### src/rtl/csr_pkg.sv
// Package: constants and types for the call-state status reporting block
package csr_pkg;
    // ------------------------------------------------------------
    // Widths and bit positions
    // ------------------------------------------------------------
    localparam int          CSR_W         = 16;
    localparam int          BIT_ACTIVE    = 0;
    localparam int          BIT_REGISTER  = 1;
    localparam int          BIT_UNUSED    = 2;
    localparam int          BIT_PAGE      = 3;
    localparam int          BIT_ACCESS    = 4;
    localparam int          BIT_CONNECT   = 5;
    localparam int          OPER_CALL_BIT = 9;
    localparam int          SB_OPER_BIT   = 7;
    localparam int          SB_STD_BIT    = 5;
    localparam logic [15:0] CALL_USED     = 16'h003b;
    localparam logic [15:0] MASK_RST      = 16'h0000;
    localparam logic [7:0]  SRE_RST       = 8'h00;

    // Command selectors on the command port: mask and filter writes, event read, clear, completion query, long reset
    localparam logic [2:0] SEL_CALL_MASK  = 3'h0;
    localparam logic [2:0] SEL_CALL_PTR   = 3'h1;
    localparam logic [2:0] SEL_OPER_MASK  = 3'h2;
    localparam logic [2:0] SEL_SRV_MASK   = 3'h3;
    localparam logic [2:0] SEL_READ_EVENT = 3'h4;
    localparam logic [2:0] SEL_CLEAR      = 3'h5;
    localparam logic [2:0] SEL_OPC_QUERY  = 3'h6;
    localparam logic [2:0] SEL_LONG_RESET = 3'h7;

    // Time of a lengthy reset command, in cycles
    localparam int          LONG_RESET_CYC = 16;

    typedef struct packed {
        logic [2:0]  sel;
        logic [15:0] data;
    } csr_cmd_t;

    typedef enum logic [1:0] {
        CSR_IDLE,
        CSR_BUSY,
        CSR_REPLY
    } csr_state_t;
endpackage : csr_pkg

### src/rtl/csr_top.sv
// Call-state status reporting: condition, filter, event, masks, command queue
`timescale 1ns/10ps
`default_nettype none
// ----------------------------------------------------------------
// ----------------------------------------------------------------
module csr_top #(
    parameter int DEPTH     = 8,
    parameter int RESET_CYC = csr_pkg::LONG_RESET_CYC
) (
    input  wire logic             clk,
    input  wire logic             resetn,
    input  wire logic             ind_connect,
    input  wire logic             ind_access,
    input  wire logic             ind_page,
    input  wire logic             ind_register,
    input  wire logic             ind_active,
    input  wire logic             std_event_sum,
    input  wire logic             cmd_valid,
    input  wire csr_pkg::csr_cmd_t cmd,
    output logic                  cmd_ready,
    output logic [15:0]           read_data,
    output logic                  read_valid,
    output logic                  opc_reply,
    output logic [15:0]           call_state_condition,
    output logic [15:0]           oper_condition,
    output logic [7:0]            status_byte,
    output logic                  service_request
);
    import csr_pkg::*;

    localparam int AW = $clog2(DEPTH);

    // ------------------------------------------------------------
    // Command queue
    // ------------------------------------------------------------
    csr_cmd_t             q_mem_reg [DEPTH];
    logic [AW:0]          wr_ptr_reg;
    logic [AW:0]          rd_ptr_reg;
    logic [AW:0]          count;
    logic                 q_empty;
    logic                 push;
    logic                 pop;
    csr_cmd_t             head;

    assign count     = wr_ptr_reg - rd_ptr_reg;
    assign q_empty   = (count == '0);
    assign cmd_ready = (count != (AW+1)'(DEPTH));
    assign push      = cmd_valid && cmd_ready;
    assign head      = q_mem_reg[rd_ptr_reg[AW-1:0]];

    // Queue storage and pointers
    always_ff @(posedge clk) begin
        if (!resetn) begin
            wr_ptr_reg <= '0;
            rd_ptr_reg <= '0;
        end else begin
            if (push) begin
                q_mem_reg[wr_ptr_reg[AW-1:0]] <= cmd;
                wr_ptr_reg <= wr_ptr_reg + 1'b1;
            end
            if (pop) begin
                rd_ptr_reg <= rd_ptr_reg + 1'b1;
            end
        end
    end

    // ------------------------------------------------------------
    // Serial executor
    // ------------------------------------------------------------
    csr_state_t  state_reg;
    csr_state_t  state_next;
    logic [15:0] busy_cnt_reg;
    logic        exec;

    // Only one command leaves the queue per idle cycle, so order holds
    assign exec = (state_reg == CSR_IDLE) && !q_empty;
    assign pop  = exec;

    always_comb begin
        state_next = state_reg;
        case (state_reg)
            CSR_IDLE: begin
                if (exec && head.sel == SEL_LONG_RESET) begin
                    state_next = CSR_BUSY;
                end else if (exec && head.sel == SEL_OPC_QUERY) begin
                    state_next = CSR_REPLY;
                end
            end
            CSR_BUSY: begin
                if (busy_cnt_reg == 16'h0001) begin
                    state_next = CSR_IDLE;
                end
            end
            CSR_REPLY: state_next = CSR_IDLE;
            default:   state_next = CSR_IDLE;
        endcase
    end

    // State and reset-command timer
    always_ff @(posedge clk) begin
        if (!resetn) begin
            state_reg    <= CSR_IDLE;
            busy_cnt_reg <= 16'h0000;
        end else begin
            state_reg <= state_next;
            if (state_reg == CSR_IDLE) begin
                busy_cnt_reg <= 16'(RESET_CYC);
            end else if (state_reg == CSR_BUSY) begin
                busy_cnt_reg <= busy_cnt_reg - 16'h0001;
            end
        end
    end

    // ------------------------------------------------------------
    // Condition, filter, events, masks
    // ------------------------------------------------------------
    logic [15:0] cond_now;
    logic [15:0] cond_prev_reg;
    logic [15:0] ptr_reg;
    logic [15:0] event_reg;
    logic [15:0] call_mask_reg;
    logic [15:0] oper_mask_reg;
    logic [7:0]  srv_mask_reg;
    logic [15:0] rise_set;
    logic        do_cmd;
    logic        ev_read;
    logic        ev_clear;
    logic        call_summary;
    logic        oper_summary;
    logic        reset_cmd;

    // Bit 2 has no indicator and reads as zero
    assign cond_now = {10'h000, ind_connect, ind_access, ind_page,
                       1'b0, ind_register, ind_active};

    assign rise_set = cond_now & ~cond_prev_reg & ptr_reg & CALL_USED;
    assign do_cmd    = exec;
    assign ev_read   = do_cmd && head.sel == SEL_READ_EVENT;
    assign ev_clear  = do_cmd && head.sel == SEL_CLEAR;
    assign reset_cmd = do_cmd && head.sel == SEL_LONG_RESET;

    assign call_summary = |(event_reg & call_mask_reg);
    assign oper_condition = {6'h00, call_summary, 9'h000};
    assign oper_summary = |(oper_condition & oper_mask_reg);
    assign status_byte  = {oper_summary, 1'b0, std_event_sum, 5'h00};
    assign service_request = |(status_byte & srv_mask_reg
                               & 8'ha0);

    // Latched events: a new edge beats a clear in the same cycle
    always_ff @(posedge clk) begin
        if (!resetn) begin
            cond_prev_reg <= 16'h0000;
            event_reg     <= MASK_RST;
        end else begin
            cond_prev_reg <= cond_now;
            if (ev_read || ev_clear || reset_cmd) begin
                event_reg <= rise_set;
            end else begin
                event_reg <= event_reg | rise_set;
            end
        end
    end

    // Mask and filter writes from executed commands
    always_ff @(posedge clk) begin
        if (!resetn || reset_cmd) begin
            call_mask_reg <= MASK_RST;
            ptr_reg       <= MASK_RST;
            oper_mask_reg <= MASK_RST;
            srv_mask_reg  <= SRE_RST;
        end else if (do_cmd) begin
            case (head.sel)
                SEL_CALL_MASK: call_mask_reg <= head.data;
                SEL_CALL_PTR:  ptr_reg       <= head.data;
                SEL_OPER_MASK: oper_mask_reg <= head.data;
                SEL_SRV_MASK:  srv_mask_reg  <= head.data[7:0];
                default:       ;
            endcase
        end
    end

    // Read answers and completion reply, all from flops
    always_ff @(posedge clk) begin
        if (!resetn) begin
            read_data            <= 16'h0000;
            read_valid           <= 1'b0;
            opc_reply            <= 1'b0;
            call_state_condition <= 16'h0000;
        end else begin
            call_state_condition <= cond_now;
            read_valid           <= ev_read;
            opc_reply            <= (state_reg == CSR_REPLY);
            if (ev_read) begin
                read_data <= event_reg;
            end
        end
    end
endmodule : csr_top
`default_nettype wire

### config.mk
export PLATFORM = sky130hd
export DESIGN_NAME = csr_top
export DESIGN_NICKNAME = d
export VERILOG_FILES = /design/src/rtl/csr_pkg.sv /design/src/rtl/csr_top.sv
export SDC_FILE = /design/constraint.sdc
export NUM_CORES = 1
export LEC_CHECK = 0
export BUFFER_PORTS_ARGS = -buffer_cell sky130_fd_sc_hd__buf_2
export CAP_MARGIN = 10
export CELL_PAD_IN_SITES_DETAIL_PLACEMENT = 1
export CELL_PAD_IN_SITES_GLOBAL_PLACEMENT = 1
export CORE_MARGIN = 2
export CORE_UTILIZATION = 46
export DETAILED_ROUTE_END_ITERATION = 8
export PLACE_DENSITY_LB_ADDON = 0.25
export SLEW_MARGIN = 20
export SYNTH_ARGS = -nofsm -noshare
export SYNTH_HDL_FRONTEND = slang
export SYNTH_SLANG_ARGS = --single-unit
### constraint.sdc
create_clock -name clk -period 3.4 [get_ports clk]
set_input_delay 0.68 -clock clk [delete_from_list [all_inputs] [get_ports clk]]
set_output_delay 0.68 -clock clk [all_outputs]
set_load 0.005 [all_outputs]
After elaboration in Yosys (flattened, before gate mapping)
Memories as Yosys holds them, arrays and structs flattened. A register that Yosys moved wholly into a read port is not among the register bits. Index checks and enable logic that the tools add are counted.

Bits in writable memories: 152. Memories kept: 1. Register bits after elaboration: 111.

Memories: q_mem_reg (depth 8, width 19, read ports 1, clocked after Yosys merged registers in 1, wr ports 1, line csr_top.sv:36) `csr_cmd_t q_mem_reg [DEPTH];`.

Multiplexer cells: 12. $add $sub $neg: 4. Eq/ne operators: 13. Bitwise operators: 8. Reduce and logical (&&, ||, !) cells: 25.

Operator list (count): OR reduction 16 bit (2); AND 10 x 16 -> 16 bit (1); AND 16 bit (1); equality test 16 x 1 -> 1 bit, second input constant (1); bitwise OR 16 x 6 -> 16 bit (1); subtractor 16 x 1 -> 16 bit, second input constant (1); AND 6 bit (2); equality test 3 bit, second input constant (4); two-way mux 5 bit (2); AND reduction 2 bit (5); adder 4 x 1 -> 4 bit, second input constant (2); AND 8 bit (1); equality test 3 x 2 -> 1 bit, second input constant (2); logical AND 1 bit (6); two-way mux 2 bit (3); two-way mux 3 bit (2); two-way mux 6 bit (1); NOT 6 bit (1); OR reduction 2 bit (3); logical NOT 4 bit (1); != test 4 bit, second input constant (1); case mux 2 bit (2 select lines) (1); subtractor 4 bit (1); equality test 3 x 1 -> 1 bit, second input constant (1); 11 further kinds (16).

Longest topological paths before layout
Gate-level depths: netlist (run 1).

Depth after elaboration: 8. Gate-level depth with buffers: 8.

Worst setup path before layout (run 1)
Ideal clock, no wire load.

Path type: reg2reg. Start point: reg wr_ptr_reg[0]. End point: mem q_mem_reg[0][0] (netlist name) (enable). Data required time: 2.996 ns. Setup time: 0.404 ns. Buffers on the path: 1. Arrival time: 2.435 ns. Cell stages (with the launch flop): 8. Period minus slack after synthesis: 2.839 ns. Slack: 0.561 ns. Cells stage by stage: dfxtp_1 inv_1 ha_1 nand3b_1 a21oi_1 o41ai_1 clkbuf_1 nor4_1.

Word-level cells in the longest chain between the ends: 6.

RTL lines: from (decl) (line csr_top.sv:37) `logic [AW:0] wr_ptr_reg;`; from (signal assigned) (line csr_top.sv:59) `wr_ptr_reg <= wr_ptr_reg + 1'b1;`; subtractor 4 bit (line csr_top.sv:45) `assign count = wr_ptr_reg - rd_ptr_reg;`; != test 4 bit (line csr_top.sv:47) `assign cmd_ready = (count != (AW+1)'(DEPTH));`; logical AND 1 bit (line csr_top.sv:48) `assign push = cmd_valid && cmd_ready;`; two-way mux 1 bit (line csr_top.sv:57) `if (push) begin`; two-way mux 1 bit (line csr_top.sv:53) `if (!resetn) begin`; two-way mux 1 bit (implied by the code) (line csr_top.sv:58) `q_mem_reg[wr_ptr_reg[AW-1:0]] <= cmd;`; to (decl) (line csr_top.sv:36).

Several ways; a longest one is shown, not always the timed one.

Worst setup path in the final report (run 1)
Start point: reg wr_ptr_reg[0]. End point: out cmd_ready.

Word-level cells in the longest chain between the ends: 2.

RTL lines: subtractor 4 bit (line csr_top.sv:45); != test 4 bit (line csr_top.sv:47); to (decl) (line csr_top.sv:20) `output logic cmd_ready,`.

Every way passes these cells.

==> out/qor.txt, run 1 <==
ANT nets after route: 0
Slew headroom: 45.6%
crit path kind: reg2out
Die Area: 14,100 um^2
period utilisation layout: 83.6%
Clk pin slew, worst setup/hold paths: 60 ps
cell taking the most area after synthesis: edfxtp_1
Buffers on Ports: 35
Critical Path Sink Type: output pin
ys async rst share: 0%
Clock Latency Late Sink: 430 ps
met3 Track Usage GR: 4.93%
clk buf depth: 2
Worst Path Required: 2720 ps
DRC: 0
ys flop type: edfxtp_1
CP arrival: 2160 ps
Nets: 547
HP Class: reg2reg
n_diodes: 0
vias in the first global route: 3,857
Initial Utilization: 47.5%
Worst Hold Launch: read_data[0]
largest net degree at the start of global routing: 33
DP HPWL: 8310 um
Setup crit start kind: register
Hold WS: 467 ps
grt ovf: 0
CTS buffer count: 17
total track usage: 19.3%
worst r2r src: wr_ptr_reg[0]
die height: 119 um
Final Critical Period: 2840 ps
Iter 0 DRT Violations: 235
maxcap violations: 0
run status: finished, final reports clean
final hold vios: 0
Synth Instances: 468
H-tree depth reported by CTS: 4
Worst R2R Path Depth: 8
Hold EP: read_data[0]
number of synthesized flops with an enable pin: 80
clk sink count: 139
CORE AREA: 12,800 um^2
global routing's busiest layer: met2
routability cong.: 0.744
Max Slew Vio Count: 0
TritonCTS clock tree: done
final setup violation count: 0
PwrDens: 819 nW/um^2
CTS resizes: 0
Synth cell types: 59
Syn Area/Cell: 13.0 um^2
Synth top area share: 39.6%
setup_tns: 0 ps
Lkg Pwr: 2.46 nW
Die Wd: 119 um
Synth Warn #: 0
Tightest Pin Transition: 811 ps
maximum vdd drop: 0.562 mV
layout cell share with drive strength beyond 1: 24.0%
DR pass1 iterations: 4
RSZ-0062 raised after global routing: no
met1 global-route usage: 24.4%
Max Fclk: 352 MHz
worst reg2reg endpoint: q_mem_reg[2][1]
Clock Tree Root: clkbuf_16
Vias: 3,711
Area Overhead vs Synth: 13.8%
Worst Skew: 7.98 ps
DRT Wirelength: 12,400 um
crit path max fanout: 6
Synth area leaders: edfxtp_1 (40%), dfxtp_1 (19%), mux4_2 (7.0%)
Via density: 5.32
per-cell routed wire length: 17.7 um
setup repair bufs after CTS: 0
met2 Use GR: 31.0%
most common cell after layout, fill and taps aside: edfxtp_1
most frequent cells in the layout: edfxtp_1 (80), dfxtp_1 (59), conb_1 (43)
Seq/Total Area, Yosys: 59.0%
Mapped Area: 6070 um^2
Hold Buf Count CTS: 0
Cell Rows: 41
initial antenna violation count: 0
R2R setup slack: 710 ps
first-pass GRT wire length: 20,700 um
I/O Pins: 88
max reg flops: 80
#FFs+latches synth: 139
depth of the worst hold-timing path: 2
-- cell usage after synthesis, drive strengths merged (2+ instances only) --
cell	count
nor2	36
nor3	10
clkbuf	12
o21a	2
buf	56
nor4	16
edfxtp	80
nand2	12
ha	7
mux2	8
a21oi	24
xor2	12
a31oi	12
xnor2	4
o21ai	4
nand3	6
o31ai	15
and4	3
inv	8
nand3b	9
mux2i	4
and2	8
mux4	20
nand2b	5
nand4	5
or3	4
or4	5
nor2b	2
or2	3
dfxtp	59
-- through the flow --
stage                     util [%]  worst slack [ps]  total power, W  cell area [um^2]  instances
final                         54.1               558         0.00566              6910        697
after global routing          54.1               383         0.00600              6910        697
after floorplan                  -               561         0.00340              6230        510
after detailed placement      49.4               641         0.00381              6310        665
after CTS                     54.1               519         0.00571              6910        697
after global placement        49.3               568         0.00375              6300        665
-- power by group --
| group | internal, W | leakage [nW] | switching (W) | total (W) |
|---|---|---|---|---|
| Combinational | 0.000633 | 0.965 | 0.00104 | 0.00168 |
| Sequential | 0.00196 | 1.20 | 0.000152 | 0.00211 |
| Clock | 0.00111 | 0.296 | 0.000763 | 0.00187 |
-- how the worst max path moves through the flow --
stage	from	endpoint	slack (ps)	depth (start not counted)
floorplan	wr_ptr_reg[0]	q_mem_reg[0][0]	560	7
global placement	register	ptr_reg[0]	570	6
detailed placement	wr_ptr_reg[0]	q_mem_reg[2][4]	640	8
CTS	wr_ptr_reg[0]	cmd_ready	520	6
global route	wr_ptr_reg[0]	cmd_ready	380	6
finish	wr_ptr_reg[0]	cmd_ready	560	6
-- area by class of cell --
cell class / count / area (um^2)
sequential: 139 / 3580
fill: 1312 / 5860
inverter: 9 / 33.8
timing repair buffer: 51 / 295
clock buffer: 17 / 425
multi-input combinational: 294 / 2180
tap: 172 / 215
clock inverter: 15 / 179
-- cell families after synthesis --
family / after synthesis / synth area share (%)
mux: 32 / 9.68
other cells: 1 / 0.0617
buf+inv: 77 / 8.10
flops: 139 / 59.0
compound gates: 67 / 7.46
fa+ha+maj: 7 / 1.44
simple gates: 129 / 11.9
xor+xnor: 16 / 2.31
-- routing by layer --
metal  vias up  part of all wire (%)
met4         0                   2.5
met2        97                    50
li1       1767                     -
met3        23                   4.3
met1      1824                    44
met5         -                     0
-- critical path: stages, from the launching register on --
cell and delay (ps):
dfxtp_1 450, inv_1 130, ha_1 230, nand3b_1 180
and3_1 210, or4_1 400, buf_2 140
Note: power is estimated with default switching activity, not from simulation.
==> run 2, diff against run 1 <==
Settings changed: ABC_AREA from default to 1, CORE_UTILIZATION 46 to 44.
Clock period 3.4 ns to 2.9 ns, I/O delays scaled along.
==> run 2 against run 1 <==
  * Synthesized area increased by 4.2%
  * Total power increased by 28%
  * Final cell count increased by 31%
  * Highest routed layer unchanged
  * Die area increased by 8.7%
  * Synthesized cell count increased by 44%
  * Largest cell class unchanged
  * Sequential share of layout area decreased by 1.6 points
==> out/qor.txt, run 2 <==
Synth cell types: 39
Synth Instances: 672
Iter 0 DRT Violations: 282
RSZ-0062 raised after global routing: no
final hold vios: 0
multi-input logic area: 2220 um^2
Mapped Area: 6330 um^2
HP Class: in2reg
cell taking the most area after synthesis: edfxtp_1
Cell Rows: 43
most frequent cells in the layout: nand2_1 (118), nor2_1 (86), edfxtp_1 (80)
Critical Path Sink Type: register
CTS resizes: 0
DRC: 0
Comb pwr share: 34.6%
most common cell after layout, fill and taps aside: nand2_1
DP HPWL: 10,400 um
Vias: 4,671
Clock Latency Late Sink: 420 ps
Hold Buf Count CTS: 0
post-layout util: 51.0%
Synth area leaders: edfxtp_1 (38%), dfxtp_1 (19%), nand2_1 (7.0%)
Register Area: 3580 um^2
Final Critical Period: 2460 ps
ys flop type: edfxtp_1
Flop pwr share: 34.9%
Area Overhead vs Synth: 12.8%
switching power: 0.00285 W
H-tree depth reported by CTS: 4
Synth top area share: 37.9%
ANT nets after route: 0
Tightest Pin Transition: 719 ps
period utilisation layout: 85.0%
layout cell share with drive strength beyond 1: 16.4%
die height: 124 um
top-count cell post-synth: nand2_1
largest net degree at the start of global routing: 41
maxcap violations: 0
P_int: 0.00441 W
Worst Path Required: 3020 ps
Die Wd: 124 um
Clk pin slew, worst setup/hold paths: 60 ps
post-route cell area: 7140 um^2
setup repair bufs after CTS: 0
initial antenna violation count: 1
Die Area: 15,400 um^2
Filler Cell Count: 1,609
vias in the first global route: 4,869
run status: finished, final reports clean
I/O Pins: 88
Synth Warn #: 0
DRT Wirelength: 15,600 um
routability cong.: 0.792
Setup crit start kind: register
Max Fclk: 406 MHz
clk buf depth: 2
#FFs+latches synth: 139
per-cell routed wire length: 17.1 um
crit path max fanout: 10
PwrDens: 1020 nW/um^2
Post-synth top cells: nand2_1 (118), nor2_1 (86), edfxtp_1 (80), dfxtp_1 (59), inv_1 (55)
Clock power frac: 30.4%
crit path kind: reg2reg
max reg flops: 80
number of synthesized flops with an enable pin: 80
TritonCTS clock tree: done
setup_tns: 0 ps
grt ovf: 0
Seq/Total Area, Yosys: 56.6%
total track usage: 21.8%
Syn Area/Cell: 9.42 um^2
Buffers on Ports: 35
Slew headroom: 52.0%
ys async rst share: 0%
Post-DP Area: 6530 um^2
Via density: 5.12
DR pass1 iterations: 4
switching share of power: 39.3%
Max Slew Vio Count: 0
CP arrival: 2580 ps
first-pass GRT wire length: 24,500 um
final setup violation count: 0
CTS buffer count: 17
Lkg Pwr: 2.89 nW
CORE AREA: 14,000 um^2
maximum vdd drop: 0.479 mV
Initial Utilization: 45.3%
clk sink count: 139
Nets: 753
Clock Tree Root: clkbuf_16
Worst Skew: 17.3 ps
-- run 2: cell count changes after synthesis, moves of 9 or more --
cell | previous run | this run
inv_1 | 8 | 55
nor4_1 | 14 | 2
nand3_1 | 6 | 32
o22ai_1 | 0 | 9
nor2_2 | 1 | 12
nand2_2 | 1 | 14
nor2_1 | 34 | 86
o31ai_1 | 11 | 0
a31oi_1 | 12 | 0
nand2_1 | 11 | 118
mux4_2 | 19 | 0
o21ai_0 | 4 | 44
-- run 2: path summary, 6_finish.rpt --
path	start	to	slack (ps)	cells after the start
max	wr_ptr_reg[0]	q_mem_reg[6][18]	440	12
min	ind_active	call_state_condition[0]	350	3
max reg2reg	wr_ptr_reg[0]	q_mem_reg[6][18]	440	12
min reg2reg	busy_cnt_reg[15]	busy_cnt_reg[15]	470	2
-- run 2: layer usage --
layer | global-route usage, % | share of wire, % | wire, um
met1 | 24.0 | 40 | 6260
met2 | 38.7 | 53 | 8240
met3 | 5.17 | 4.0 | 624
met4 | 11.7 | 3.2 | 498
met5 | 0 | 0 | 0
-- run 2: power by group through the flow --
stage / combinational [W] / clock, W / sequential [W]
6_report: 0.00251 / 0.00221 / 0.00253
5_1_grt: 0.00283 / 0.00234 / 0.00257
4_1_cts: 0.00254 / 0.00226 / 0.00253
3_5_place_dp: 0.00248 / 0 / 0.00257
3_3_place_gp: 0.00235 / 0 / 0.00256
2_1_floorplan: 0.00189 / 0 / 0.00253
-- run 2: cells by family after synthesis --
family                     synth area share, %
AOI/OAI and AO/OA                         7.87
other                                   0.0592
and+or+nand+nor                           22.1
buffers and inverters                     10.8
DFF                                       56.6
adders and majority gates                 1.38
muxes                                    0.158
xor gates and xnor gates                 0.968
-- run 2: per-stage QoR --
stage,total power [W],std cells,worst slack (ps),hold WS (ps)
2_1_floorplan,0.00443,714,287,439
6_report,0.00726,912,436,345
3_3_place_gp,0.00491,879,586,449
5_1_grt,0.00773,911,207,350
4_1_cts,0.00733,911,452,328
3_5_place_dp,0.00505,879,497,466
-- run 2: cell type report --
type,instances,share of cell area (%)
clock buffers,17,5.96
well taps,180,3.15
diodes,1,0.0351
flip-flops and latches,139,50.2
clock inverters,15,2.51
repair buffers,50,4.03
inverters,58,3.05
multi-input cells,452,31.1
-- run 2: worst max-delay path, cell delays in order, from the launching register on --
cell     delay [ps]
dfxtp_1         380
inv_1           140
ha_1            230
inv_1            60
nand2_1          90
nand2_1         110
nand3_1         100
nand3_1         110
nand2_1         160
inv_1           190
nand3_1         160
nor3_1          160
buf_4           250
==> run 3, diff against run 2 <==
Clock period 2.9 ns to 2.55 ns, I/O delays scaled along.
==> run 3 against run 2 <==
  * Sequential power rose by 15%
  * Non-clock buffer count rose by 2
  * Largest power group unchanged
  * Worst hold slack got worse by 62 ps
  * Global-route usage fell by 0.76 points
  * Critical path depth fell by 4
  * Critical endpoint is now cmd_ready
  * Clock power rose by 7%
  * Clock skew fell by 9.0 ps
  * First-iteration DRC count fell by 15%
  * Die area did not move
==> out/qor.txt, run 3 (synthesized netlist as in run 2, its figures left out) <==
Die Wd: 124 um
period utilisation layout: 90.8%
Hold Buf Count CTS: 0
DRT Wirelength: 14,900 um
PwrDens: 1130 nW/um^2
Vias: 4,572
Final Critical Period: 2320 ps
most common cell after layout, fill and taps aside: nand2_1
H-tree depth reported by CTS: 4
Worst Path Required: 2040 ps
initial antenna violation count: 0
final hold vios: 0
CTS buffer count: 17
Area Overhead vs Synth: 12.5%
depth of the worst hold-timing path: 3
run status: finished, final reports clean
Via density: 5.01
Worst Skew: 8.30 ps
most frequent cells in the layout: nand2_1 (118), nor2_1 (86), edfxtp_1 (80)
CP arrival: 1810 ps
post-route cell area: 7120 um^2
HP Class: in2reg
setup_tns: 0 ps
Max Fclk: 432 MHz
maxcap violations: 0
crit path kind: reg2out
Die Area: 15,400 um^2
Final WS setup: 234 ps
RSZ-0062 raised after global routing: no
pre-CTS WS: 317 ps
Max Slew Vio Count: 0
per-cell routed wire length: 16.3 um
Critical Path Sink Type: output pin
P_int: 0.00491 W
DR pass1 iterations: 4
first-pass GRT wire length: 23,700 um
I/O Pins: 88
layout cell share with drive strength beyond 1: 16.8%
CORE AREA: 14,000 um^2
CTS resizes: 0
Clock power frac: 29.3%
switching power: 0.00316 W
Comb pwr share: 34.6%
Flop pwr share: 36.1%
Lkg Pwr: 2.88 nW
Nets: 755
Cell Count, Final, Fillers Out: 913
Tightest Pin Transition: 509 ps
Post-DP Area: 6560 um^2
routability cong.: 0.786
largest net degree at the start of global routing: 26
Slew headroom: 65.7%
maximum vdd drop: 0.568 mV
Worst R2R Path Depth: 10
Clock Tree Root: clkbuf_16
ANT nets after route: 0
clk buf depth: 2
die height: 124 um
Clk pin slew, worst setup/hold paths: 60 ps
setup repair bufs after CTS: 0
switching share of power: 39.1%
max reg flops: 80
Iter 0 DRT Violations: 239
DRC: 0
Clock Latency Late Sink: 420 ps
total track usage: 21.0%
grt ovf: 0
Setup crit start kind: register
TritonCTS clock tree: done
DP HPWL: 10,100 um
final setup violation count: 0
placed cell count: 881
Cell Rows: 43
vias in the first global route: 4,769
post-layout util: 50.9%
clk sink count: 139
Initial Utilization: 45.3%
crit path max fanout: 3
n_diodes: 0
Buffers on Ports: 35
run 3: metal layers:
metal	up-vias	global-route usage, %	wire length (um)
li1	2237	-	-
met1	2235	24.8	6350
met2	86	37.7	7840
met3	14	5.22	484
met5	-	0	0
met4	0	6.25	175
run 3: worst paths after layout:
path / start / end / slack (ps)
max: rd_ptr_reg[1] / cmd_ready / 230
min: ind_page / call_state_condition[3] / 280
max reg2reg: rd_ptr_reg[2] / register / 280
min reg2reg: busy_cnt_reg[15] / busy_cnt_reg[15] / 470
run 3: critical path: stages, from the launching register on:
cell     delay, ps
dfxtp_1        380
inv_1          100
ha_1           300
nand2_1         90
nand3_1         90
nand2_1         60
nor2_1         120
nand3_1        100
buf_2          140
run 3: power groups by stage:
stage	Sequential (W)	Clock, W	Combinational (W)
floorplan	0.00288	0	0.00216
global placement	0.00295	0	0.00267
detailed placement	0.00296	0	0.00280
CTS	0.00292	0.00241	0.00283
global route	0.00295	0.00250	0.00317
finish	0.00291	0.00236	0.00280
run 3: cell type report:
| class | instances | area (um^2) |
|---|---|---|
| Clock buffer | 18 | 429 |
| Clock inverter | 14 | 136 |
| Fill cell | 1613 | 6870 |
| Inverter | 58 | 218 |
| Multi-Input combinational cell | 452 | 2230 |
| Sequential cell | 139 | 3580 |
| Tap cell | 180 | 225 |
| Timing Repair Buffer | 52 | 303 |
run 3: stage by stage:
step,power [W],hold WS [ps]
after floorplan,0.00504,439
final,0.00808,283
after detailed placement,0.00576,466
after CTS,0.00815,273
after global routing,0.00863,283
after global placement,0.00561,452
